==> src/rtl/nvac_defines.svh <==
// Overview of operation
// [RQ1] The data EEPROM is reached only through registers: a data register for the byte and a high/low address pair (code uses the low byte only).
// [RQ2] Reads and writes of the data EEPROM move one byte at a time.
// [RQ3] A byte write erases the addressed location first and then programs the new value, with no erase command.
// [RQ4] Each write lasts until an internal programming timer expires, and completion is signalled only then.
// [RQ5] A two-bit target field steers each access to program memory, data EEPROM or the ID/configuration space.
// [RQ6] The write permit bit gates every write and is clear after reset.
// [RQ7] The write error flag is set when a write launches and cleared when the programming timer expires.
// [RQ8] Software may set the write launch bit but not clear it; hardware clears it when the write ends.
// [RQ9] Completion of a write sets the done flag in peripheral flag register 7, which stays set until software clears it.
// [RQ10] Setting the read launch bit starts a read and setting the write launch bit starts an erase/write; hardware clears each.
// [RQ11] The read launch bit cannot be set while the target field selects program memory.
// [RQ12] Software writes 55h then 0AAh to the unlock register with interrupts off before launching a write.
// [RQ13] Each table store deposits the table latch byte into a holding register; a launched write programs the block.
// [RQ14] Software selects program memory, sets the permit, clears erase select, unlocks per block, then clears the permit.
// [RQ15] A data EEPROM read places the addressed byte in the data register before software can read it, then clears read launch.
// [RQ16] A write launch is ignored unless the two unlock values were written in order immediately before it.
`ifndef NVAC_DEFINES_SVH
`define NVAC_DEFINES_SVH
// register byte offsets
`define NVAC_OFS_DATA 8'h00
`define NVAC_OFS_ADRL 8'h04
`define NVAC_OFS_ADRH 8'h08
`define NVAC_OFS_CTRL 8'h0C
`define NVAC_OFS_UNLK 8'h10
`define NVAC_OFS_LATCH 8'h14
`define NVAC_OFS_TSTORE 8'h18
`define NVAC_OFS_PERIPHERAL_FLAG_REG7 8'h1C
`define NVAC_OFS_MASK 8'h20
// control register fields
`define NVAC_CTRL_RD 0
`define NVAC_CTRL_WR 1
`define NVAC_CTRL_MODIFY_PERMIT 2
`define NVAC_CTRL_ERR 3
`define NVAC_CTRL_FREE 4
`define NVAC_CTRL_TGT_LO 6
// done flag position in flag register 7
`define NVAC_PERIPHERAL_FLAG_REG7_DONE 5
// target encodings
`define NVAC_TGT_PFM 2'h2
// unlock key values
`define NVAC_KEY1 8'h55
`define NVAC_KEY2 8'hAA
// programming timer: time in ns, cycles at 10 ns
`define NVAC_PROG_NS 4000000
`define NVAC_CLK_NS 10
`define NVAC_PROG_CYC (`NVAC_PROG_NS / `NVAC_CLK_NS)
`define NVAC_ERASED 8'hFF
`define NVAC_HOLD_N 64
`endif

==> src/rtl/nvac_pkg.sv <==
package nvac_pkg;
	typedef enum logic [2:0] {
		NVAC_IDLE = 3'b000,
		NVAC_READ = 3'b001,
		NVAC_ERASE = 3'b010,
		NVAC_PROG = 3'b011,
		NVAC_DONE = 3'b100
	} nvac_state_t;
	typedef struct packed {
		logic [1:0] target;
		logic free;
		logic modify_permit;
		logic wr;
		logic rd;
	} nvac_ctrl_t;
endpackage : nvac_pkg

==> src/rtl/nvac_access_ctrl.sv <==
// Added by the designer: the AXI4-Lite slave port and the register offsets.
`timescale 1ns/1ps
`default_nettype none
`include "nvac_defines.svh"
module nvac_access_ctrl
	import nvac_pkg::*;
#(
	parameter int unsigned PROG_CYCLES = `NVAC_PROG_CYC
) (
	// clock and reset
	input wire logic i_clock,
	input wire logic i_rst,
	// axi4-lite write address and data
	input wire logic [7:0] i_awaddr,
	input wire logic i_awvalid,
	output logic o_awready,
	input wire logic [31:0] i_wdata,
	input wire logic [3:0] i_wstrb,
	input wire logic i_wvalid,
	output logic o_wready,
	// axi4-lite write response
	output logic [1:0] o_bresp,
	output logic o_bvalid,
	input wire logic i_bready,
	// axi4-lite read
	input wire logic [7:0] i_araddr,
	input wire logic i_arvalid,
	output logic o_arready,
	output logic [31:0] o_rdata,
	output logic [1:0] o_rresp,
	output logic o_rvalid,
	input wire logic i_rready,
	// status
	output logic o_irq,
	output logic o_cpu_stall
);
	// data EEPROM array and flash holding registers
	logic [7:0] eeprom_mem [0:255];
	logic [7:0] hold_mem [0:`NVAC_HOLD_N-1];
	logic [7:0] pfm_mem [0:1023];
	logic [7:0] cfg_mem [0:255];
	logic [7:0] nv_data_reg_r;
	logic [7:0] nv_addr_low_r;
	logic [7:0] nv_addr_high_r;
	nvac_ctrl_t ctrl_r;
	logic program_fault_flag_r;
	logic nv_done_flag_r;
	logic done_mask_r;
	logic [7:0] table_latch_reg_r;
	logic [5:0] hold_idx_r;
	logic [1:0] unlock_r;
	nvac_state_t state_r;
	logic timer_start;
	logic timer_expired;
	// bus side
	logic aw_held_r;
	logic w_held_r;
	logic [7:0] aw_addr_r;
	logic [31:0] w_data_r;
	logic [3:0] w_strb_r;
	logic wr_go;
	logic rd_go;
	logic [7:0] wbyte;
	logic [31:0] rd_val;
	logic rd_hit;
	logic [9:0] pfm_addr;

	// a byte lane 0 write is all this byte-wide block honours
	function automatic logic hit(input logic [7:0] a, input logic [7:0] o);
		hit = (a == o);
	endfunction : hit

	assign wbyte = w_data_r[7:0];
	assign wr_go = aw_held_r && w_held_r && !o_bvalid && w_strb_r[0];
	assign rd_go = i_arvalid && o_arready;
	assign pfm_addr = {nv_addr_high_r[1:0], nv_addr_low_r};
	assign timer_start = (state_r == NVAC_IDLE) && ctrl_r.wr;

	// write address and data may arrive in either order
	always_ff @(posedge i_clock) begin
		if (i_rst) begin
			aw_held_r <= 1'b0;
			w_held_r <= 1'b0;
			aw_addr_r <= 8'h00;
			w_data_r <= 32'h0;
			w_strb_r <= 4'h0;
			o_awready <= 1'b0;
			o_wready <= 1'b0;
			o_bvalid <= 1'b0;
			o_bresp <= 2'h0;
		end else begin
			o_awready <= !aw_held_r && !i_awvalid ? 1'b1 : !aw_held_r && !o_awready;
			o_wready <= !w_held_r && !i_wvalid ? 1'b1 : !w_held_r && !o_wready;
			if (i_awvalid && o_awready) begin
				aw_held_r <= 1'b1;
				aw_addr_r <= i_awaddr;
				o_awready <= 1'b0;
			end
			if (i_wvalid && o_wready) begin
				w_held_r <= 1'b1;
				w_data_r <= i_wdata;
				w_strb_r <= i_wstrb;
				o_wready <= 1'b0;
			end
			if (aw_held_r && w_held_r && !o_bvalid) begin
				o_bvalid <= 1'b1;
				o_bresp <= (aw_addr_r > `NVAC_OFS_MASK || aw_addr_r[1:0] != 2'h0)
					? 2'h2 : 2'h0; // unmapped gives slverr
			end
			if (o_bvalid && i_bready) begin
				o_bvalid <= 1'b0;
				aw_held_r <= 1'b0;
				w_held_r <= 1'b0;
			end
		end
	end

	// read decode, if/else-if chain over offsets
	always_comb begin
		rd_val = 32'h0;
		rd_hit = 1'b1;
		if (hit(i_araddr, `NVAC_OFS_DATA)) begin
			rd_val[7:0] = nv_data_reg_r;
		end else if (hit(i_araddr, `NVAC_OFS_ADRL)) begin
			rd_val[7:0] = nv_addr_low_r;
		end else if (hit(i_araddr, `NVAC_OFS_ADRH)) begin
			rd_val[7:0] = nv_addr_high_r;
		end else if (hit(i_araddr, `NVAC_OFS_CTRL)) begin
			rd_val[`NVAC_CTRL_TGT_LO+1:`NVAC_CTRL_TGT_LO] = ctrl_r.target;
			rd_val[`NVAC_CTRL_FREE] = ctrl_r.free;
			rd_val[`NVAC_CTRL_ERR] = program_fault_flag_r;
			rd_val[`NVAC_CTRL_MODIFY_PERMIT] = ctrl_r.modify_permit;
			rd_val[`NVAC_CTRL_WR] = ctrl_r.wr;
			rd_val[`NVAC_CTRL_RD] = ctrl_r.rd;
		end else if (hit(i_araddr, `NVAC_OFS_UNLK)) begin
			rd_val = 32'h0; // unlock register reads as zero
		end else if (hit(i_araddr, `NVAC_OFS_LATCH)) begin
			rd_val[7:0] = table_latch_reg_r;
		end else if (hit(i_araddr, `NVAC_OFS_TSTORE)) begin
			rd_val[5:0] = hold_idx_r;
		end else if (hit(i_araddr, `NVAC_OFS_PERIPHERAL_FLAG_REG7)) begin
			rd_val[`NVAC_PERIPHERAL_FLAG_REG7_DONE] = nv_done_flag_r;
		end else if (hit(i_araddr, `NVAC_OFS_MASK)) begin
			rd_val[`NVAC_PERIPHERAL_FLAG_REG7_DONE] = done_mask_r;
		end else begin
			rd_hit = 1'b0;
		end
	end

	// read channel: one beat, one cycle after the address is taken
	always_ff @(posedge i_clock) begin
		if (i_rst) begin
			o_arready <= 1'b0;
			o_rvalid <= 1'b0;
			o_rdata <= 32'h0;
			o_rresp <= 2'h0;
		end else begin
			o_arready <= !o_rvalid && !rd_go;
			if (rd_go) begin
				o_rvalid <= 1'b1;
				o_rdata <= rd_val;
				o_rresp <= rd_hit ? 2'h0 : 2'h2;
			end else if (o_rvalid && i_rready) begin
				o_rvalid <= 1'b0;
			end
		end
	end

	// address pair and table latch
	always_ff @(posedge i_clock) begin
		if (i_rst) begin
			nv_addr_low_r <= 8'h00;
			nv_addr_high_r <= 8'h00;
			table_latch_reg_r <= 8'h00;
		end else if (wr_go) begin
			if (hit(aw_addr_r, `NVAC_OFS_ADRL)) begin
				nv_addr_low_r <= wbyte; // RQ1
			end else if (hit(aw_addr_r, `NVAC_OFS_ADRH)) begin
				nv_addr_high_r <= wbyte; // RQ1
			end else if (hit(aw_addr_r, `NVAC_OFS_LATCH)) begin
				table_latch_reg_r <= wbyte;
			end
		end
	end

	// unlock tracker: any other bus write breaks the sequence
	always_ff @(posedge i_clock) begin
		if (i_rst) begin
			unlock_r <= 2'h0;
		end else if (wr_go) begin
			if (hit(aw_addr_r, `NVAC_OFS_UNLK)) begin
				if (wbyte == `NVAC_KEY1) begin
					unlock_r <= 2'h1; // RQ16
				end else if (wbyte == `NVAC_KEY2 && unlock_r == 2'h1) begin
					unlock_r <= 2'h2; // RQ16
				end else begin
					unlock_r <= 2'h0;
				end
			end else begin
				unlock_r <= 2'h0; // RQ16
			end
		end
	end

	// table stores fill the holding registers for a block write
	always_ff @(posedge i_clock) begin
		if (i_rst) begin
			hold_idx_r <= 6'h0;
		end else if (wr_go && hit(aw_addr_r, `NVAC_OFS_TSTORE)) begin
			hold_mem[hold_idx_r] <= table_latch_reg_r; // RQ13
			hold_idx_r <= hold_idx_r + 6'h1;
		end else if (state_r == NVAC_DONE && ctrl_r.target == `NVAC_TGT_PFM) begin
			hold_idx_r <= 6'h0;
		end
	end

	// control register: launch bits set by software, cleared by hardware
	always_ff @(posedge i_clock) begin
		if (i_rst) begin
			ctrl_r <= '0; // RQ6
		end else begin
			if (wr_go && hit(aw_addr_r, `NVAC_OFS_CTRL) && state_r == NVAC_IDLE) begin
				ctrl_r.target <= wbyte[`NVAC_CTRL_TGT_LO+1:`NVAC_CTRL_TGT_LO]; // RQ5
				ctrl_r.free <= wbyte[`NVAC_CTRL_FREE];
				ctrl_r.modify_permit <= wbyte[`NVAC_CTRL_MODIFY_PERMIT];
				// read launch refused when program memory is targeted
				if (wbyte[`NVAC_CTRL_RD] && wbyte[`NVAC_CTRL_TGT_LO+1:`NVAC_CTRL_TGT_LO]
					!= `NVAC_TGT_PFM) begin
					ctrl_r.rd <= 1'b1; // RQ11 RQ10
				end
				// zero writes never clear the launch bit
				if (wbyte[`NVAC_CTRL_WR] && ctrl_r.modify_permit && unlock_r == 2'h2
					&& !wbyte[`NVAC_CTRL_RD]) begin
					ctrl_r.wr <= 1'b1; // RQ6 RQ8 RQ16 RQ10
				end
			end
			if (state_r == NVAC_READ) begin
				ctrl_r.rd <= 1'b0; // RQ15
			end
			if (state_r == NVAC_DONE) begin
				ctrl_r.wr <= 1'b0; // RQ8
			end
		end
	end

	// access sequencer
	always_ff @(posedge i_clock) begin
		if (i_rst) begin
			state_r <= NVAC_IDLE;
		end else begin
			case (state_r)
				NVAC_IDLE: begin
					if (ctrl_r.wr) begin
						state_r <= NVAC_ERASE; // RQ3
					end else if (ctrl_r.rd) begin
						state_r <= NVAC_READ; // RQ10
					end
				end
				NVAC_READ: state_r <= NVAC_IDLE;
				NVAC_ERASE: state_r <= NVAC_PROG;
				NVAC_PROG: begin
					if (timer_expired) begin
						state_r <= NVAC_DONE; // RQ4
					end
				end
				NVAC_DONE: state_r <= NVAC_IDLE;
				default: state_r <= NVAC_IDLE;
			endcase
		end
	end

	// array updates: erase then program, one byte for the data EEPROM
	always_ff @(posedge i_clock) begin
		if (state_r == NVAC_ERASE && ctrl_r.target[1] == 1'b0
			&& ctrl_r.target[0] == 1'b0) begin
			eeprom_mem[nv_addr_low_r] <= `NVAC_ERASED; // RQ3
		end else if (state_r == NVAC_DONE) begin
			if (ctrl_r.target == 2'h0) begin
				eeprom_mem[nv_addr_low_r] <= nv_data_reg_r; // RQ2 RQ3
			end else if (ctrl_r.target == `NVAC_TGT_PFM && !ctrl_r.free) begin
				for (int i = 0; i < `NVAC_HOLD_N; i++) begin
					pfm_mem[{pfm_addr[9:6], 6'(i)}] <= hold_mem[i]; // RQ13
				end
			end else if (ctrl_r.target[0]) begin
				cfg_mem[nv_addr_low_r] <= nv_data_reg_r; // RQ5
			end
		end
	end

	// data register: software write or a read result
	always_ff @(posedge i_clock) begin
		if (i_rst) begin
			nv_data_reg_r <= 8'h00;
		end else if (state_r == NVAC_READ) begin
			if (ctrl_r.target[0]) begin
				nv_data_reg_r <= cfg_mem[nv_addr_low_r]; // RQ5
			end else begin
				nv_data_reg_r <= eeprom_mem[nv_addr_low_r]; // RQ15 RQ2
			end
		end else if (wr_go && hit(aw_addr_r, `NVAC_OFS_DATA)) begin
			nv_data_reg_r <= wbyte; // RQ1
		end
	end

	// fault flag and sticky done flag; set wins over a clearing read
	always_ff @(posedge i_clock) begin
		if (i_rst) begin
			program_fault_flag_r <= 1'b0;
			nv_done_flag_r <= 1'b0;
			done_mask_r <= 1'b0;
			o_irq <= 1'b0;
			o_cpu_stall <= 1'b0;
		end else begin
			if (timer_start) begin
				program_fault_flag_r <= 1'b1; // RQ7
			end else if (timer_expired) begin
				program_fault_flag_r <= 1'b0; // RQ7
			end
			if (state_r == NVAC_DONE) begin
				nv_done_flag_r <= 1'b1; // RQ9
			end else if (rd_go && hit(i_araddr, `NVAC_OFS_PERIPHERAL_FLAG_REG7)) begin
				nv_done_flag_r <= 1'b0; // RQ9
			end
			if (wr_go && hit(aw_addr_r, `NVAC_OFS_MASK)) begin
				done_mask_r <= wbyte[`NVAC_PERIPHERAL_FLAG_REG7_DONE];
			end
			o_irq <= nv_done_flag_r && done_mask_r;
			// core stalls while program memory is being programmed
			o_cpu_stall <= ctrl_r.wr && ctrl_r.target == `NVAC_TGT_PFM;
		end
	end

	nvac_prog_timer #(
		.CYCLES(PROG_CYCLES)
	) u_timer (
		.i_clock(i_clock),
		.i_rst(i_rst),
		.i_start(timer_start), // RQ4
		.o_expired(timer_expired)
	);
endmodule : nvac_access_ctrl
`default_nettype wire

==> src/rtl/nvac_prog_timer.sv <==
`timescale 1ns/1ps
`default_nettype none
`include "nvac_defines.svh"
// internal programming timer: counts the write time once started
module nvac_prog_timer #(
	parameter int unsigned CYCLES = `NVAC_PROG_CYC
) (
	// clock and reset
	input wire logic i_clock,
	input wire logic i_rst,
	// control
	input wire logic i_start,
	output logic o_expired
);
	logic [31:0] count_r;
	logic run_r;

	// count down; expiry is a one-cycle pulse
	always_ff @(posedge i_clock) begin
		if (i_rst) begin
			count_r <= 32'h0;
			run_r <= 1'b0;
			o_expired <= 1'b0;
		end else begin
			o_expired <= 1'b0;
			if (i_start) begin
				count_r <= CYCLES - 32'h1;
				run_r <= 1'b1;
			end else if (run_r) begin
				if (count_r == 32'h0) begin
					run_r <= 1'b0;
					o_expired <= 1'b1;
				end else begin
					count_r <= count_r - 32'h1;
				end
			end
		end
	end
endmodule : nvac_prog_timer
`default_nettype wire

==> config.mk <==
export PLATFORM = sky130hd
export DESIGN_NAME = nvac_access_ctrl
export DESIGN_NICKNAME = d
export VERILOG_FILES = /design/src/rtl/nvac_pkg.sv /design/src/rtl/nvac_access_ctrl.sv /design/src/rtl/nvac_prog_timer.sv
export VERILOG_INCLUDE_DIRS = /design/src /design/src/rtl
export SDC_FILE = /design/constraint.sdc
export NUM_CORES = 2
export LEC_CHECK = 0
export BUFFER_PORTS_ARGS = -buffer_cell sky130_fd_sc_hd__buf_4
export CORE_ASPECT_RATIO = 0.8
export CORE_MARGIN = 2
export CORE_UTILIZATION = 40
export DETAILED_ROUTE_END_ITERATION = 8
export PLACE_DENSITY_LB_ADDON = 0.25
export SYNTH_ARGS = -nofsm -noshare
export SYNTH_HDL_FRONTEND = slang
export SYNTH_SLANG_ARGS = --single-unit
==> constraint.sdc <==
create_clock -name i_clock -period 8 [get_ports i_clock]
set_clock_uncertainty 0.15 [all_clocks]
set_input_delay 1.6 -clock i_clock [delete_from_list [all_inputs] [get_ports i_clock]]
set_output_delay 1.6 -clock i_clock [all_outputs]
set_load 0.01 [all_outputs]
* Yosys cells after proc, flatten, opt, wreduce, memory -nomap -nowiden *
Memory sizes are Yosys's and may differ from the RTL's. A register that Yosys moved wholly into a read port is not among the register bits.
Index checks and enable logic that the tools add are counted.

cells by class
  bitwise gates (word level) = 7
  reduce and logical (&&, ||, !) cells = 70
  magnitude comparators = 1
  multiplexer cells = 68
  equality and inequality tests = 28
  add/subtract/negate cells = 2

operators with widths
  operator                                              count
  two-way mux 8 bit                                     12
  two-way mux 19 bit                                    3
  equality test 8 x 5 -> 1 bit (second input constant)  7
  two-way mux 1 bit                                     37
  equality test 8 x 4 -> 1 bit (second input constant)  4
  logical NOT 32 bit                                    1
  subtractor 32 x 1 -> 32 bit (second input constant)   1
  logical AND 1 bit                                     31
  two-way mux 6 bit                                     3
  equality test 8 x 3 -> 1 bit (second input constant)  2
  equality test 8 x 6 -> 1 bit (second input constant)  2
  logical NOT 8 bit                                     2
  two-way mux 2 bit                                     7
  nonzero test 2 bit                                    7
  AND reduction 2 bit                                   6
  OR reduction 2 bit                                    6
  logical NOT 1 bit                                     11
  two-way mux 5 bit                                     2
  two-way mux 3 bit                                     3
  case mux 3 bit (3 select lines)                       1
  equality test 8 x 7 -> 1 bit (second input constant)  1
  equality test 8 bit (second input constant)           1
  > comparator 8 x 6 -> 1 bit (second input constant)   1
  adder 6 x 1 -> 6 bit (second input constant)          1
  other kinds (16)                                      24

storage, ports and cells
  input bits = 59
  register bits = 124
  memories kept = 2
  output and inout bits = 43
  memory bits (writable) = 4,096

memory list
  memory      depth  width  rd ports  clocked after Yosys merged registers in  write ports  RTL line                RTL
  cfg_mem     256    8      1         1                                        1            nvac_access_ctrl.sv:41  logic [7:0] cfg_mem [0:255];
  eeprom_mem  256    8      1         1                                        1            nvac_access_ctrl.sv:38  logic [7:0] eeprom_mem [0:255];

* Longest topological paths before layout *
  depth in word-level cells = 11
  gate-level depth with buffers = 15
  gate-level depth less buffers = 9

* By module *
From an unflattened synthesis, not the netlist that was laid out.

second synthesis, totals
  cell total of the unflattened synthesis = 8,066
  area total of the unflattened synthesis = 164,950.7 µm²

by module, submodules not included
  module            area an instance (µm²)  seq. area each (µm²)  cells each  times used
  nvac_access_ctrl  163,156.5               124,919.8             7,862       1
  nvac_prog_timer   1,794.2                 680.7                 204         1

* Worst setup path after synthesis *
OpenSTA, ideal clock, no wires.

  path kind = flip-flop to flip-flop
  from = register nv_data_reg_r[1]
  to = memory eeprom_mem[0][1] (data pin)
  arrival = 5.542 ns
  setup slack = 1.752 ns
  required time = 7.295 ns
  clock period less this slack = 6.248 ns
  buffers on the path = 0
  stages on the path, launching flop included = 2
  cell sequence = dfxtp_1 > or2_2

on the way
  word-level cells in the longest chain between the ends = 1

RTL lines
  element                             RTL line                 RTL
  start: declaration                  nvac_access_ctrl.sv:42   logic [7:0] nv_data_reg_r;
  start signal: assignment            nvac_access_ctrl.sv:296  nv_data_reg_r <= cfg_mem[nv_addr_low_r];
  start signal: assignment            nvac_access_ctrl.sv:298  nv_data_reg_r <= eeprom_mem[nv_addr_low_r];
  start signal: assignment            nvac_access_ctrl.sv:301  nv_data_reg_r <= wbyte;
  two-way mux 8 bit (no source line)  --
  end: declaration                    nvac_access_ctrl.sv:38

Every way passes these cells.

==> impl_metrics.py <==
metrics = {
    "status": {
        "status": "complete, no violations",
    },
    "floorplanning": {
        "dieArea_mm2": 0.415,
        "initial_core_util": 0.401,
        "die_h_um": 577,
        "die_w_um": 720,
        "coreArea_mm2": 0.409,
        "rows": 210,
        "ios": 102,
    },
    "logic_synthesis": {
        "yosysTopAreaCellShare": 0.750,
        "synth.most_common_cell": "edfxtp_1",
        "synth_area_mm2": 0.164,
        "synth_commonest_cells": "edfxtp_1 (4096), mux4_2 (915), nor2_1 (678)",
        "syn_inst": 8160,
        "netlist_top_cells_area": "edfxtp_1 (75%), mux4_2 (13%), mux2i_1 (2.7%)",
        "synth_top_family_by_area": "multiplexers",
        "ys_seq_area_frac": 0.766,
        "async_reset_ff_frac": 0,
        "muxShareOfSynthArea": 0.154,
        "synth_area_leader_cell": "edfxtp_1",
        "synth-edff-count": 4096,
        "syn_area_per_cell_um2": 20.1,
        "yosys.area_share.adder": 0.000153,
        "synth-simple-area-share": 0.0342,
        "synth-seq-cells": 4226,
        "ys.flop_type": "edfxtp_1",
        "synthesis.yosys.warnings": 0,
        "synth-xor-area-share": 0.00112,
        "ys_types": 74,
        "synth-compound-area-share": 0.0305,
    },
    "timing": {
        "drv_slew": 0,
        "tns_ns": 0,
        "max_freq_mhz": 177,
        "fin_crit_sh": 0.706,
        "rsz0062_at_grt": "no",
        "hold_viol_final": 0,
        "worstMarginPinSlew_ns": 1.50,
        "setup_violations": 0,
        "maxSlewHeadroom": 0.000556,
        "finalCriticalPeriod_ns": 5.65,
    },
    "hold_path": {
        "hp-class": "reg -> reg",
        "hp-start": "w_held_r",
        "whs_path_depth": 1,
    },
    "critical_path": {
        "crit_chain": "buf_12 -> buf_4 -> mux2i_1 -> o221ai_1 -> o22ai_1 -> o21ai_0 -> nand3_1 -> a2111oi_0 -> buf_4 -> a311oi_1 -> nor3_1",
        "start_kind": "flop",
        "arrival_ns": 6.36,
        "cp_max_fo": 56,
        "max_stage_delay_ns": 1.04,
        "crit_path_frequent_cell": "buf_4",
        "required_ns": 8.71,
        "crit_path_top_delay_cell": "a2111oi_0",
        "crit_type": "reg -> reg",
        "worstSetupEndpointType": "flop",
        "r2r_cells": 11,
    },
    "cts": {
        "cts-hold-fix-buffers": 0,
        "cts_tree": "done",
        "cts_resized": 0,
        "root_buffer": "clkbuf_16",
        "clkTransAtPathRegs_ns": 0.06,
        "cts_buffer_depth": 4,
        "insertion_delay_ns": 0.94,
        "cts.sinks": 4226,
        "post_cts_buffers": 0,
        "htreeDepth": 5,
        "cts_buffers": 407,
    },
    "power_and_ir_drop": {
        "power_density_mw_per_mm2": 238,
        "p_leak_nw": 60.5,
        "peakVddDrop_mv": 0.168,
    },
    "layout": {
        "fin_nets": 8395,
        "syn_to_final_growth_pct": 12.2,
        "design_area_mm2": 0.184,
        "drive_gt1_frac": 0.211,
    },
    "detailed_routing": {
        "drt-wirelength-per-cell_um": 31.4,
        "vias": 83600,
        "vias_per_cell": 5.94,
        "drcViolationCount": 0,
        "drt_iter0_drc": 11300,
        "ant_nets": 0,
        "drt-total-wl_mm": 442,
        "dr.pass1.iters": 6,
    },
    "global_route": {
        "grt_pass1_vias": 82100,
        "grt_overflow": 0,
        "grt_usage": 0.208,
        "antenna_found_initial": 25,
        "grt_max_degree": 225,
        "grt_pass1_wl_mm": 622,
    },
    "job": {
        "maxCapViolCount": 0,
    },
    "placement": {
        "place.gp.congestion": 0.920,
        "place_area_mm2": 0.171,
        "io_buffer_count": 48,
        "hpwl_mm": 267,
    },
}
logic make-up after synthesis:
| logic type | count (synthesis) |
|---|---|
| AOI/OAI and AO/OA | 725 |
| xor gates and xnor gates | 21 |
| adders and majority gates | 2 |
| buffers and inverters | 534 |
| DFF | 4226 |
| muxes | 1374 |
| other | 1 |
| and+or+nand+nor | 1277 |
worst max-delay path, delay by kind of cell (launching register included):
family                 cells  cell delay (ns)
AO/OA/AOI/OAI              5             2.57
flip-flops                 1             0.95
buffers and inverters      3             1.11
multiplexers               1             0.13
AND/OR/NAND/NOR            2             0.35
where the power goes:
part	internal [W]	switching, W	leakage, nW
clock network	0.0107	0.00823	6.30
logic	0.0000566	0.000386	10.4
registers	0.0243	0.0000865	43.9
total	0.0350	0.00871	60.5
per-stage QoR:
step / utilization / std cells / hold WS (ns) / setup slack [ns] / total power [W]
2_1_floorplan: - / 8185 / 0.268 / 1.75 / 0.0251
3_3_place_gp: 0.419 / 13300 / 0.286 / 2.45 / 0.0252
3_5_place_dp: 0.419 / 13300 / 0.293 / 2.47 / 0.0253
4_1_cts: 0.450 / 14100 / 0.303 / 2.46 / 0.0440
5_1_grt: 0.450 / 14100 / 0.316 / 2.34 / 0.0449
6_report: 0.450 / 14100 / 0.299 / 2.35 / 0.0437
registers in the layout, summed over array words and instances, names as in the netlist, 6 cells and up, named ones only:
signal,count
hold_idx_r,6
eeprom_mem,2048
aw_addr_r,8
cfg_mem,2048
u_timer.count_r,32
nv_data_reg_r,8
w_data_r,8
o_rdata,8
nv_addr_high_r,8
table_latch_reg_r,8
ctrl_r,6
nv_addr_low_r,8
placed cells by master (no fill, tap or decap), types with 14 or more instances in the layout:
master and n:
edfxtp_1 4096, mux4_2 915, nor2_1 672, mux2i_1 450, clkbuf_16 417, nand2_1 237, buf_4 232, a21oi_1 160
o22ai_1 125, o221ai_1 116, dfxtp_1 113, nor3_1 87, clkinv_1 87, clkbuf_1 83, clkinv_2 80, o21ai_0 78
nand3_1 69, a22oi_1 53, bufinv_16 36, a211oi_1 34, nand4_1 32, nor4_1 27, a221oi_1 27, conb_1 26
buf_12 26, a22o_1 20, nand2b_1 18, and2_1 16, xnor2_1 14, a2111oi_0 14, clkinvlp_4 14
final timing paths:
check,to,slack [ns]
setup / recovery,nv_data_reg_r[1],2.35
hold / removal,o_wready,0.30
setup reg to reg,nv_data_reg_r[1],2.35
hold reg to reg,o_wready,0.30
layer usage:
metal | up-vias | track usage | routed length, µm
li1 | 34100 | - | -
met4 | 8 | 0.0515 | 11400
met5 | - | 0 | 52
met2 | 4069 | 0.294 | 188000
met3 | 613 | 0.0668 | 51900
met1 | 44900 | 0.314 | 191000
area by class of cell:
| type | count | area, µm² |
|---|---|---|
| clock buffers | 500 | 10700 |
| diodes | 4 | 10.0 |
| inverters | 16 | 76.3 |
| multi-input cells | 3425 | 36300 |
| flip-flops and latches | 4226 | 126000 |
| well taps | 5406 | 6760 |
| clock inverters | 235 | 2140 |
| fillers | 34100 | 225000 |
| repair buffers | 258 | 2260 |
(Power assumes the default switching activity.)
